[src/logic/debug_control_regs.vh]
// Purpose: Constants for the debug control register bank
// Assumes: One 32-bit word at offset 0x0 of the debug register segment
// Notes:   Field positions, reset values and sampling counts
`ifndef DEBUG_CONTROL_REGS_VH
`define DEBUG_CONTROL_REGS_VH

`define DEBUG_CONTROL_OFFSET      32'h0000_0000
`define BIT_SECURE_OVERRIDE       31
`define BIT_ENDIAN                29
`define BIT_MISS_ONLY             26
`define BIT_OMIT_SPACE_ID         25
`define BIT_DATA_SAMPLE_QUAL      24
`define BIT_DATA_SAMPLE_EN        23
`define BIT_DATA_SAMPLE_PRES      22
`define BIT_FAST_CHANNEL          18
`define BIT_DATA_BREAK            17
`define BIT_FETCH_BREAK           16
`define BIT_INVERTED_MATCH        15
`define BIT_VALUE_STORE           14
`define BIT_VECTOR_RELOCATE       11
`define BIT_COMPLEX_BREAK         10
`define BIT_SAMPLING_PRESENT      9
`define RATE_HI                   8
`define RATE_LO                   6
`define BIT_SAMPLING_ENABLE       5
`define BIT_INTERRUPT_GATE        4
`define BIT_NMI_GATE              3
`define BIT_NMI_WAITING           2
`define BIT_SOFT_RESET_GATE       1
`define BIT_PROBE_SERVICE         0

`define RST_INTERRUPT_GATE        1'b1
`define RST_NMI_GATE              1'b1
`define RST_SOFT_RESET_GATE       1'b1
`define RST_SAMPLING_RATE         3'h7
`define RST_SAMPLING_ENABLE       1'b0
`define RST_VECTOR_RELOCATE       1'b0
`define RST_SECURE_OVERRIDE       1'b0
`define SAMPLE_BASE_LOG2          5
`define SAMPLE_CNT_W              12

`endif

[src/logic/sample_timer.v]
// Purpose: Program counter sample period timer
// Assumes: Rate code selects 2**(5+rate) cycles
// Notes:   Counter held clear while disabled
`timescale 1ns/10ps
`include "debug_control_regs.vh"
module sample_timer (
   input  wire       sys_clk,
   input  wire       rst_n,
   input  wire       soft_rst,
   input  wire       enable,
   input  wire [2:0] rate,
   output reg        sample_tick_ff
);
   reg  [`SAMPLE_CNT_W-1:0] count_ff;
   wire [`SAMPLE_CNT_W:0]   span;
   wire [`SAMPLE_CNT_W:0]   span_m1;
   wire [`SAMPLE_CNT_W-1:0] last;
   reg  [`SAMPLE_CNT_W-1:0] nxt_count;
   reg                      nxt_tick;

   // Terminal value 2**(5+rate)-1; shift amount kept 4 bits wide
   assign span    = {{`SAMPLE_CNT_W{1'b0}}, 1'b1} << ({1'b0, rate} + 4'h5);
   assign span_m1 = span - {{`SAMPLE_CNT_W{1'b0}}, 1'b1};
   assign last    = span_m1[`SAMPLE_CNT_W-1:0];

   always @* begin
      nxt_count = 12'h000;
      nxt_tick  = 1'b0;
      if (enable) begin
         if (count_ff >= last) begin
            nxt_tick  = 1'b1;
         end else begin
            nxt_count = count_ff + 12'h001;
         end
      end
   end

   always @(posedge sys_clk or negedge rst_n) begin
      if (!rst_n) begin
         count_ff       <= 12'h000;
         sample_tick_ff <= 1'b0;
      end else if (soft_rst) begin
         count_ff       <= 12'h000;
         sample_tick_ff <= 1'b0;
      end else begin
         count_ff       <= nxt_count;
         sample_tick_ff <= nxt_tick;
      end
   end
endmodule

[src/logic/debug_control.v]
// Purpose: Debug control and capability register of the on-chip debug unit
// Assumes: Simple word access port from the debug segment decoder
// Notes:   Hard reset arst_n, soft reset soft_rst both load reset values
//
// How it works
// - Register sits at debug segment offset zero
// - Cleared interrupt gate blocks interrupts outside debug
// - Cleared NMI gate blocks NMI outside debug
// - Read-only flag shows NMI pending
// - Soft reset gate driven out, not used internally
// - Probe service bit mirrors test-port probe enable
// - Zero mirror forbids debug memory segment accesses
// - Hard and soft reset load reset values
// - Endian indicator read from external setting
// - Miss-only sampling selector reads zero
// - Space identifier omission bit reads zero
// - Data address sampling bits read zero
// - Fast channel presence reads one
// - Preset data and fetch breakpoint presence
// - Preset inverted match and value store
// - Relocate bit selects programmable vector without trap
// - Preset complex breakpoint presence bit
// - Sampling presence reads one
// - Rate field picks 2**(5+value) cycle period
// - Sampling enable starts sample counters
// - Secure override re-enables break request when built
// - Unused bits read zero
`timescale 1ns/10ps
`include "debug_control_regs.vh"
module debug_control #(
   parameter DATA_BREAK_PRESENT     = 1'b1,
   parameter FETCH_BREAK_PRESENT    = 1'b1,
   parameter INVERTED_MATCH_PRESENT = 1'b0,
   parameter VALUE_STORE_PRESENT    = 1'b0,
   parameter COMPLEX_BREAK_PRESENT  = 1'b0,
   parameter SECURE_DEBUG_PRESENT   = 1'b1
) (
   input  wire        sys_clk,
   input  wire        arst_n,
   input  wire        soft_rst,
   input  wire        reg_sel,
   input  wire [31:0] reg_addr,
   input  wire        reg_wr,
   input  wire [31:0] reg_wdata,
   output reg  [31:0] reg_rdata_ff,
   input  wire        debug_mode,
   input  wire        endian_indicator,
   input  wire        nmi_raw,
   input  wire        int_raw,
   input  wire        probe_enable,
   input  wire        probe_trap,
   input  wire        probe_break_request,
   input  wire        debug_interrupt_pin,
   input  wire        boot_break_block,
   output wire        int_allowed,
   output wire        nmi_allowed,
   output wire        soft_reset_gate_out,
   output wire        dmseg_allowed,
   output wire        use_debug_vector_base,
   output wire        debug_break_req,
   output wire        sample_tick
);
   reg         rst_meta_ff;
   reg         rst_sync_ff;
   reg         interrupt_gate_ff;
   reg         nmi_gate_ff;
   reg         soft_reset_gate_ff;
   reg  [2:0]  sampling_rate_ff;
   reg         sampling_enable_ff;
   reg         vector_relocate_ff;
   reg         secure_break_override_ff;
   reg         nmi_waiting_ff;
   reg         probe_service_mirror_ff;
   reg         nxt_interrupt_gate;
   reg         nxt_nmi_gate;
   reg         nxt_soft_reset_gate;
   reg  [2:0]  nxt_sampling_rate;
   reg         nxt_sampling_enable;
   reg         nxt_vector_relocate;
   reg         nxt_secure_break_override;
   reg         nxt_nmi_waiting;
   reg         nxt_probe_service_mirror;
   wire        rst_n;
   wire        hit;
   wire        wr_hit;
   reg  [31:0] rd_word;

   // Reset release synchroniser
   always @(posedge sys_clk or negedge arst_n) begin
      if (!arst_n) begin
         rst_meta_ff <= 1'b0;
         rst_sync_ff <= 1'b0;
      end else begin
         rst_meta_ff <= 1'b1;
         rst_sync_ff <= rst_meta_ff;
      end
   end
   assign rst_n = rst_sync_ff;

   assign hit    = reg_sel && (reg_addr == `DEBUG_CONTROL_OFFSET);
   assign wr_hit = hit && reg_wr;

   // Interrupt gate; read-only fields never take write data
   always @* begin
      nxt_interrupt_gate = interrupt_gate_ff;
      if (soft_rst) begin
         nxt_interrupt_gate = `RST_INTERRUPT_GATE;
      end else if (wr_hit) begin
         nxt_interrupt_gate = reg_wdata[`BIT_INTERRUPT_GATE];
      end
   end

   always @(posedge sys_clk or negedge rst_n) begin
      if (!rst_n) begin
         interrupt_gate_ff <= `RST_INTERRUPT_GATE;
      end else begin
         interrupt_gate_ff <= nxt_interrupt_gate;
      end
   end

   // NMI gate
   always @* begin
      nxt_nmi_gate = nmi_gate_ff;
      if (soft_rst) begin
         nxt_nmi_gate = `RST_NMI_GATE;
      end else if (wr_hit) begin
         nxt_nmi_gate = reg_wdata[`BIT_NMI_GATE];
      end
   end

   always @(posedge sys_clk or negedge rst_n) begin
      if (!rst_n) begin
         nmi_gate_ff <= `RST_NMI_GATE;
      end else begin
         nmi_gate_ff <= nxt_nmi_gate;
      end
   end

   // Soft reset gate
   always @* begin
      nxt_soft_reset_gate = soft_reset_gate_ff;
      if (soft_rst) begin
         nxt_soft_reset_gate = `RST_SOFT_RESET_GATE;
      end else if (wr_hit) begin
         nxt_soft_reset_gate = reg_wdata[`BIT_SOFT_RESET_GATE];
      end
   end

   always @(posedge sys_clk or negedge rst_n) begin
      if (!rst_n) begin
         soft_reset_gate_ff <= `RST_SOFT_RESET_GATE;
      end else begin
         soft_reset_gate_ff <= nxt_soft_reset_gate;
      end
   end

   // Sampling rate
   always @* begin
      nxt_sampling_rate = sampling_rate_ff;
      if (soft_rst) begin
         nxt_sampling_rate = `RST_SAMPLING_RATE;
      end else if (wr_hit) begin
         nxt_sampling_rate = reg_wdata[`RATE_HI:`RATE_LO];
      end
   end

   always @(posedge sys_clk or negedge rst_n) begin
      if (!rst_n) begin
         sampling_rate_ff <= `RST_SAMPLING_RATE;
      end else begin
         sampling_rate_ff <= nxt_sampling_rate;
      end
   end

   // Sampling enable
   always @* begin
      nxt_sampling_enable = sampling_enable_ff;
      if (soft_rst) begin
         nxt_sampling_enable = `RST_SAMPLING_ENABLE;
      end else if (wr_hit) begin
         nxt_sampling_enable = reg_wdata[`BIT_SAMPLING_ENABLE];
      end
   end

   always @(posedge sys_clk or negedge rst_n) begin
      if (!rst_n) begin
         sampling_enable_ff <= `RST_SAMPLING_ENABLE;
      end else begin
         sampling_enable_ff <= nxt_sampling_enable;
      end
   end

   // Vector relocation
   always @* begin
      nxt_vector_relocate = vector_relocate_ff;
      if (soft_rst) begin
         nxt_vector_relocate = `RST_VECTOR_RELOCATE;
      end else if (wr_hit) begin
         nxt_vector_relocate = reg_wdata[`BIT_VECTOR_RELOCATE];
      end
   end

   always @(posedge sys_clk or negedge rst_n) begin
      if (!rst_n) begin
         vector_relocate_ff <= `RST_VECTOR_RELOCATE;
      end else begin
         vector_relocate_ff <= nxt_vector_relocate;
      end
   end

   // Secure override, stuck at zero when not built
   always @* begin
      nxt_secure_break_override = secure_break_override_ff;
      if (soft_rst) begin
         nxt_secure_break_override = `RST_SECURE_OVERRIDE;
      end else if (wr_hit) begin
         nxt_secure_break_override = reg_wdata[`BIT_SECURE_OVERRIDE] & SECURE_DEBUG_PRESENT;
      end
   end

   always @(posedge sys_clk or negedge rst_n) begin
      if (!rst_n) begin
         secure_break_override_ff <= `RST_SECURE_OVERRIDE;
      end else begin
         secure_break_override_ff <= nxt_secure_break_override;
      end
   end

   // Pending NMI capture
   always @* begin
      nxt_nmi_waiting = nmi_raw;
      if (soft_rst) begin
         nxt_nmi_waiting = 1'b0;
      end
   end

   always @(posedge sys_clk or negedge rst_n) begin
      if (!rst_n) begin
         nmi_waiting_ff <= 1'b0;
      end else begin
         nmi_waiting_ff <= nxt_nmi_waiting;
      end
   end

   // Probe enable mirror
   always @* begin
      nxt_probe_service_mirror = probe_enable;
      if (soft_rst) begin
         nxt_probe_service_mirror = 1'b0;
      end
   end

   always @(posedge sys_clk or negedge rst_n) begin
      if (!rst_n) begin
         probe_service_mirror_ff <= 1'b0;
      end else begin
         probe_service_mirror_ff <= nxt_probe_service_mirror;
      end
   end

   // Read word assembly
   always @* begin
      rd_word = 32'h0000_0000;
      rd_word[`BIT_SECURE_OVERRIDE]  = secure_break_override_ff;
      rd_word[`BIT_ENDIAN]           = endian_indicator;
      rd_word[`BIT_MISS_ONLY]        = 1'b0;
      rd_word[`BIT_OMIT_SPACE_ID]    = 1'b0;
      rd_word[`BIT_DATA_SAMPLE_QUAL] = 1'b0;
      rd_word[`BIT_DATA_SAMPLE_EN]   = 1'b0;
      rd_word[`BIT_DATA_SAMPLE_PRES] = 1'b0;
      rd_word[`BIT_FAST_CHANNEL]     = 1'b1;
      rd_word[`BIT_DATA_BREAK]       = DATA_BREAK_PRESENT;
      rd_word[`BIT_FETCH_BREAK]      = FETCH_BREAK_PRESENT;
      rd_word[`BIT_INVERTED_MATCH]   = INVERTED_MATCH_PRESENT;
      rd_word[`BIT_VALUE_STORE]      = VALUE_STORE_PRESENT;
      rd_word[`BIT_VECTOR_RELOCATE]  = vector_relocate_ff;
      rd_word[`BIT_COMPLEX_BREAK]    = COMPLEX_BREAK_PRESENT;
      rd_word[`BIT_SAMPLING_PRESENT] = 1'b1;
      rd_word[`RATE_HI:`RATE_LO]     = sampling_rate_ff;
      rd_word[`BIT_SAMPLING_ENABLE]  = sampling_enable_ff;
      rd_word[`BIT_INTERRUPT_GATE]   = interrupt_gate_ff;
      rd_word[`BIT_NMI_GATE]         = nmi_gate_ff;
      rd_word[`BIT_NMI_WAITING]      = nmi_waiting_ff;
      rd_word[`BIT_SOFT_RESET_GATE]  = soft_reset_gate_ff;
      rd_word[`BIT_PROBE_SERVICE]    = probe_service_mirror_ff;
   end

   always @(posedge sys_clk or negedge rst_n) begin
      if (!rst_n) begin
         reg_rdata_ff <= 32'h0000_0000;
      end else if (hit && !reg_wr) begin
         reg_rdata_ff <= rd_word;
      end else begin
         reg_rdata_ff <= 32'h0000_0000;
      end
   end

   assign int_allowed = int_raw && (debug_mode || interrupt_gate_ff);
   assign nmi_allowed = nmi_raw && (debug_mode || nmi_gate_ff);
   assign soft_reset_gate_out = soft_reset_gate_ff;
   assign dmseg_allowed = probe_service_mirror_ff;
   assign use_debug_vector_base = vector_relocate_ff && !probe_trap;
   assign debug_break_req = (probe_break_request || debug_interrupt_pin)
                            && (!boot_break_block || secure_break_override_ff);

   sample_timer u_sample_timer (
      .sys_clk        (sys_clk),
      .rst_n          (rst_n),
      .soft_rst       (soft_rst),
      .enable         (sampling_enable_ff),
      .rate           (sampling_rate_ff),
      .sample_tick_ff (sample_tick)
   );
endmodule

[config.mk]
export PLATFORM = sky130hd
export DESIGN_NAME = debug_control
export DESIGN_NICKNAME = d
export VERILOG_FILES = /design/src/logic/sample_timer.v /design/src/logic/debug_control.v
export VERILOG_INCLUDE_DIRS = /design/src /design/src/logic
export SDC_FILE = /design/constraint.sdc
export NUM_CORES = 1
export LEC_CHECK = 0
export ABC_AREA = 1
export BUFFER_PORTS_ARGS = -buffer_cell sky130_fd_sc_hd__buf_4
export CORE_MARGIN = 4
export CORE_UTILIZATION = 35
export CTS_BUF_LIST = sky130_fd_sc_hd__clkbuf_2 sky130_fd_sc_hd__clkbuf_4 sky130_fd_sc_hd__clkbuf_8
export CTS_CLUSTER_DIAMETER = 30
export DETAILED_ROUTE_END_ITERATION = 16
export PLACE_DENSITY = 0.67
export SLEW_MARGIN = 30
export SYNTH_ARGS = -nofsm -noshare
export SYNTH_HDL_FRONTEND = slang
export SYNTH_SLANG_ARGS = --single-unit
[constraint.sdc]
create_clock -name sys_clk -period 1.3 [get_ports sys_clk]
set_input_delay 0.065 -clock sys_clk [delete_from_list [all_inputs] [get_ports sys_clk]]
set_output_delay 0.065 -clock sys_clk [all_outputs]
set_load 0.02 [all_outputs]
==> impl_metrics.json <==
{
  "hold_slack_ns": 0.01774,
  "grt_setup_unrepaired": "true",
  "finalCritPeriodShare": 1.529,
  "ir_worst_vdd_mv": 0.3798,
  "overflow": 0,
  "seq_area_um2": 983.4,
  "seqPwrFrac": 0.487,
  "viasPerCell": 4.326,
  "synth_top_family_by_area": "simple AND/OR/NAND/NOR gates",
  "comb_power_share": 0.197,
  "fin_skew_ns": 0.003499,
  "rows": 30,
  "fmax_mhz": 503.0,
  "cts.sinks": 39,
  "final_cell_mix": "buf_4, nor2_1, nand2_1",
  "final_nets": 504,
  "cap_violations": 0,
  "synth_compound_area_frac": 0.04466,
  "fill_cells": 669,
  "clock_latency_ns": 0.29,
  "drive_above_1_share": 0.4286,
  "path_clk_slew_ns": 0.08,
  "clk_path_buf_depth": 2,
  "htree_num_levels": 2,
  "drc": 0,
  "dieArea_um2": 8363,
  "final_hold_viol_count": 0,
  "io_pins": 117,
  "synth-seq-area-share": 0.4035,
  "finalWeightedCongestion": 0.7895,
  "critPathArrivalTime_ns": 2.18,
  "grt_max_degree": 38,
  "fin_total_pwr_mw": 2.621,
  "yosys-top-cells-area": "dfrtp_1, nor2_1, nand2_1",
  "setup_viol": 13,
  "clkPwrFrac": 0.316,
  "syn_inst": 300,
  "finalMaxSlewViolations": 0,
  "yosys_warnings": 0,
  "cts_tree": "yes",
  "io_buffers": 77,
  "required_ns": 1.49,
  "leakagePower_nw": 1.784,
  "syn_to_final_growth_pct": 44.40,
  "vias": 2202,
  "cp-end-kind": "flip-flop",
  "multi_input_area_um2": 1385,
  "path_class": "reg2reg",
  "period_needed_ns": 1.988,
  "final_common_cell": "buf_4",
  "antenna_cells": 0,
  "internal_power_mw": 1.890,
  "drt_pre_antenna_iters": 4,
  "synth_seq_cells": 39,
  "synth_xor_area_frac": 0.02515,
  "grt.total_usage": 0.1306,
  "numCtsBuffers": 5,
  "power_density_nw_per_um2": 744.8,
  "dp_hpwl_um": 4191,
  "routedWlPerCell_um": 10.95,
  "setup_slack_ns": -0.6882,
  "synth_top_area_cell": "dfrtp_1",
  "violations": "setup timing",
  "yosysUniqueCellTypes": 33,
  "grt_pass1_wl_um": 8907,
  "wl_um": 5572,
  "p_sw_mw": 0.7311,
  "drt_iter0_markers": 46,
  "start_kind": "flip-flop",
  "p_sw_frac": 0.2789,
  "ant_nets": 0,
  "core_um2": 6794,
  "outcome": "complete, but fails checks",
  "syn_area_um2": 2437,
  "synth.area.mux_share": 0,
  "die_h_um": 91.45,
  "syn_area_per_cell_um2": 8.124,
  "grt_antenna_before_repair": 0,
  "grt_pass1_vias": 2036,
  "root_buffer": "clkbuf_8",
  "initial_utilization": 0.3587,
  "dieWidth_um": 91.45,
  "min_path_type": "in2reg",
  "cp_max_fo": 6,
  "fin_util": 0.5180,
  "synthAdderAreaFrac": 0.07187,
  "netlist.area_leader.share": 0.3388,
  "yosys.area_share.simple": 0.3342
}
## metal layers
layer	vias up	global-route usage	routed length [µm]
met1	1012	0.1548	2217
met4	0	0.06030	106
met3	6	0.02734	346
met5	-	0	0
li1	1123	-	-
met2	61	0.2246	2901
## metrics by stage
step / setup WS (ns) / setup TNS [ns] / instances / cell area, µm²
3_3_place_gp: -0.5896 / -7.481 / 492 / 3222
3_5_place_dp: -0.6590 / -8.072 / 492 / 3222
6_report: -0.6882 / -8.422 / 509 / 3520
4_1_cts: -0.5771 / -7.330 / 505 / 3373
2_1_floorplan: -0.5107 / -6.462 / 319 / 2516
5_1_grt: -0.8064 / -9.851 / 509 / 3520
## kinds of logic after synthesis
| family | Yosys count |
|---|---|
| AO/OA/AOI/OAI | 19 |
| AND/OR/NAND/NOR | 166 |
| buffers and inverters | 53 |
| XOR/XNOR | 7 |
| adder cells (fa/ha/maj) | 14 |
| other | 2 |
| flip-flops | 39 |
## synthesized netlist by cell type
| cell type | instances |
|---|---|
| nor2_1 | 67 |
| nand2_1 | 50 |
| dfrtp_1 | 33 |
| inv_1 | 30 |
| buf_4 | 19 |
| nand3_1 | 15 |
| ha_1 | 14 |
| nor2_4 | 12 |
| a21oi_1 | 8 |
| or2_2 | 7 |
| dfstp_2 | 6 |
| o21ai_0 | 5 |
| xor2_1 | 5 |
| nand4_1 | 3 |
| nor3_1 | 3 |
| a31oi_1 | 2 |
| conb_1 | 2 |
| nand2_4 | 2 |
| nand3_2 | 2 |
| xnor2_1 | 2 |
| a21boi_0 | 1 |
| a21o_1 | 1 |
| a21oi_2 | 1 |
| and2_0 | 1 |
| buf_1 | 1 |
| buf_12 | 1 |
| clkbuf_1 | 1 |
| inv_2 | 1 |
| nand2_2 | 1 |
| nand3_4 | 1 |
| nor4_1 | 1 |
| o21a_1 | 1 |
| or2_4 | 1 |
## layout make-up
cell class	instances	share of cell area
clock buffers	6	0.02169
multi-input cells	228	0.3935
well taps	96	0.03413
repair buffers	107	0.2346
flip-flops and latches	39	0.2794
inverters	31	0.03306
clock inverters	2	0.003555
## power groups by stage
stage | combinational, mW | clock (mW) | sequential (mW)
CTS | 0.465 | 0.853 | 1.27
floorplan | 0.244 | 0 | 1.31
detailed placement | 0.450 | 0 | 1.29
global route | 0.570 | 0.894 | 1.28
finish | 0.516 | 0.829 | 1.28
global placement | 0.440 | 0 | 1.29
## path summary, 6_finish.rpt
| kind | start | to | slack [ns] | cells past startpoint |
|---|---|---|---|---|
| worst min-delay path | soft_rst | dmseg_allowed$_DFF_PN0_ | 0.02 | 2 |
| min in group asynchronous | arst_n | rst_n$_DFF_PN0_ | 0.09 | 2 |
| max in group asynchronous | rst_n$_DFF_PN0_ | sampling_rate_ff[2]$_DFFE_PN1P_ | 0.82 | 1 |
| worst max register to register | sampling_rate_ff[1]$_DFFE_PN1P_ | u_sample_timer.count_ff[3]$_DFF_PN0_ | -0.69 | 9 |
| worst min register to register | rst_n$_DFF_PN0_ | reg_rdata_ff[8]$_DFF_PN0_ | 0.23 | 1 |
| worst max-delay path | sampling_rate_ff[1]$_DFFE_PN1P_ | u_sample_timer.count_ff[3]$_DFF_PN0_ | -0.69 | 9 |
## flip-flops by register name, summed over array words and instances (netlist names)
signal and cells:
rst_n 1, rst_meta_ff 1, u_sample_timer.count_ff 12, vector_relocate_ff 1, nmi_gate_ff 1, secure_break_override_ff 1, nmi_waiting_ff 1, dmseg_allowed 1
u_sample_timer.sample_tick_ff 1, soft_reset_gate_out 1, sampling_enable_ff 1, interrupt_gate_ff 1, sampling_rate_ff 3, reg_rdata_ff 13
## worst max-delay path, stage by stage, from the launching register on
cell and delay (ns):
dfstp_2 0.61, nor2_2 0.06, nor2_2 0.12, inv_2 0.06
ha_4 0.27, nand2_2 0.08, nor4_4 0.27, nand2_2 0.18
nand3_4 0.17, nor2_1 0.06
## timing repair
item | in CTS | in global routing
gates resized for setup | 4 | 31
setup buffers | 1 | 3
pin swaps | 2 | 12
hold buffers | 4 | 0
endpoints found under the hold margin | 4 | 0
endpoints found under the setup margin | 13 | 13
cloned | 0 | 1
No activity file was read; power rests on OpenSTA's default activity.
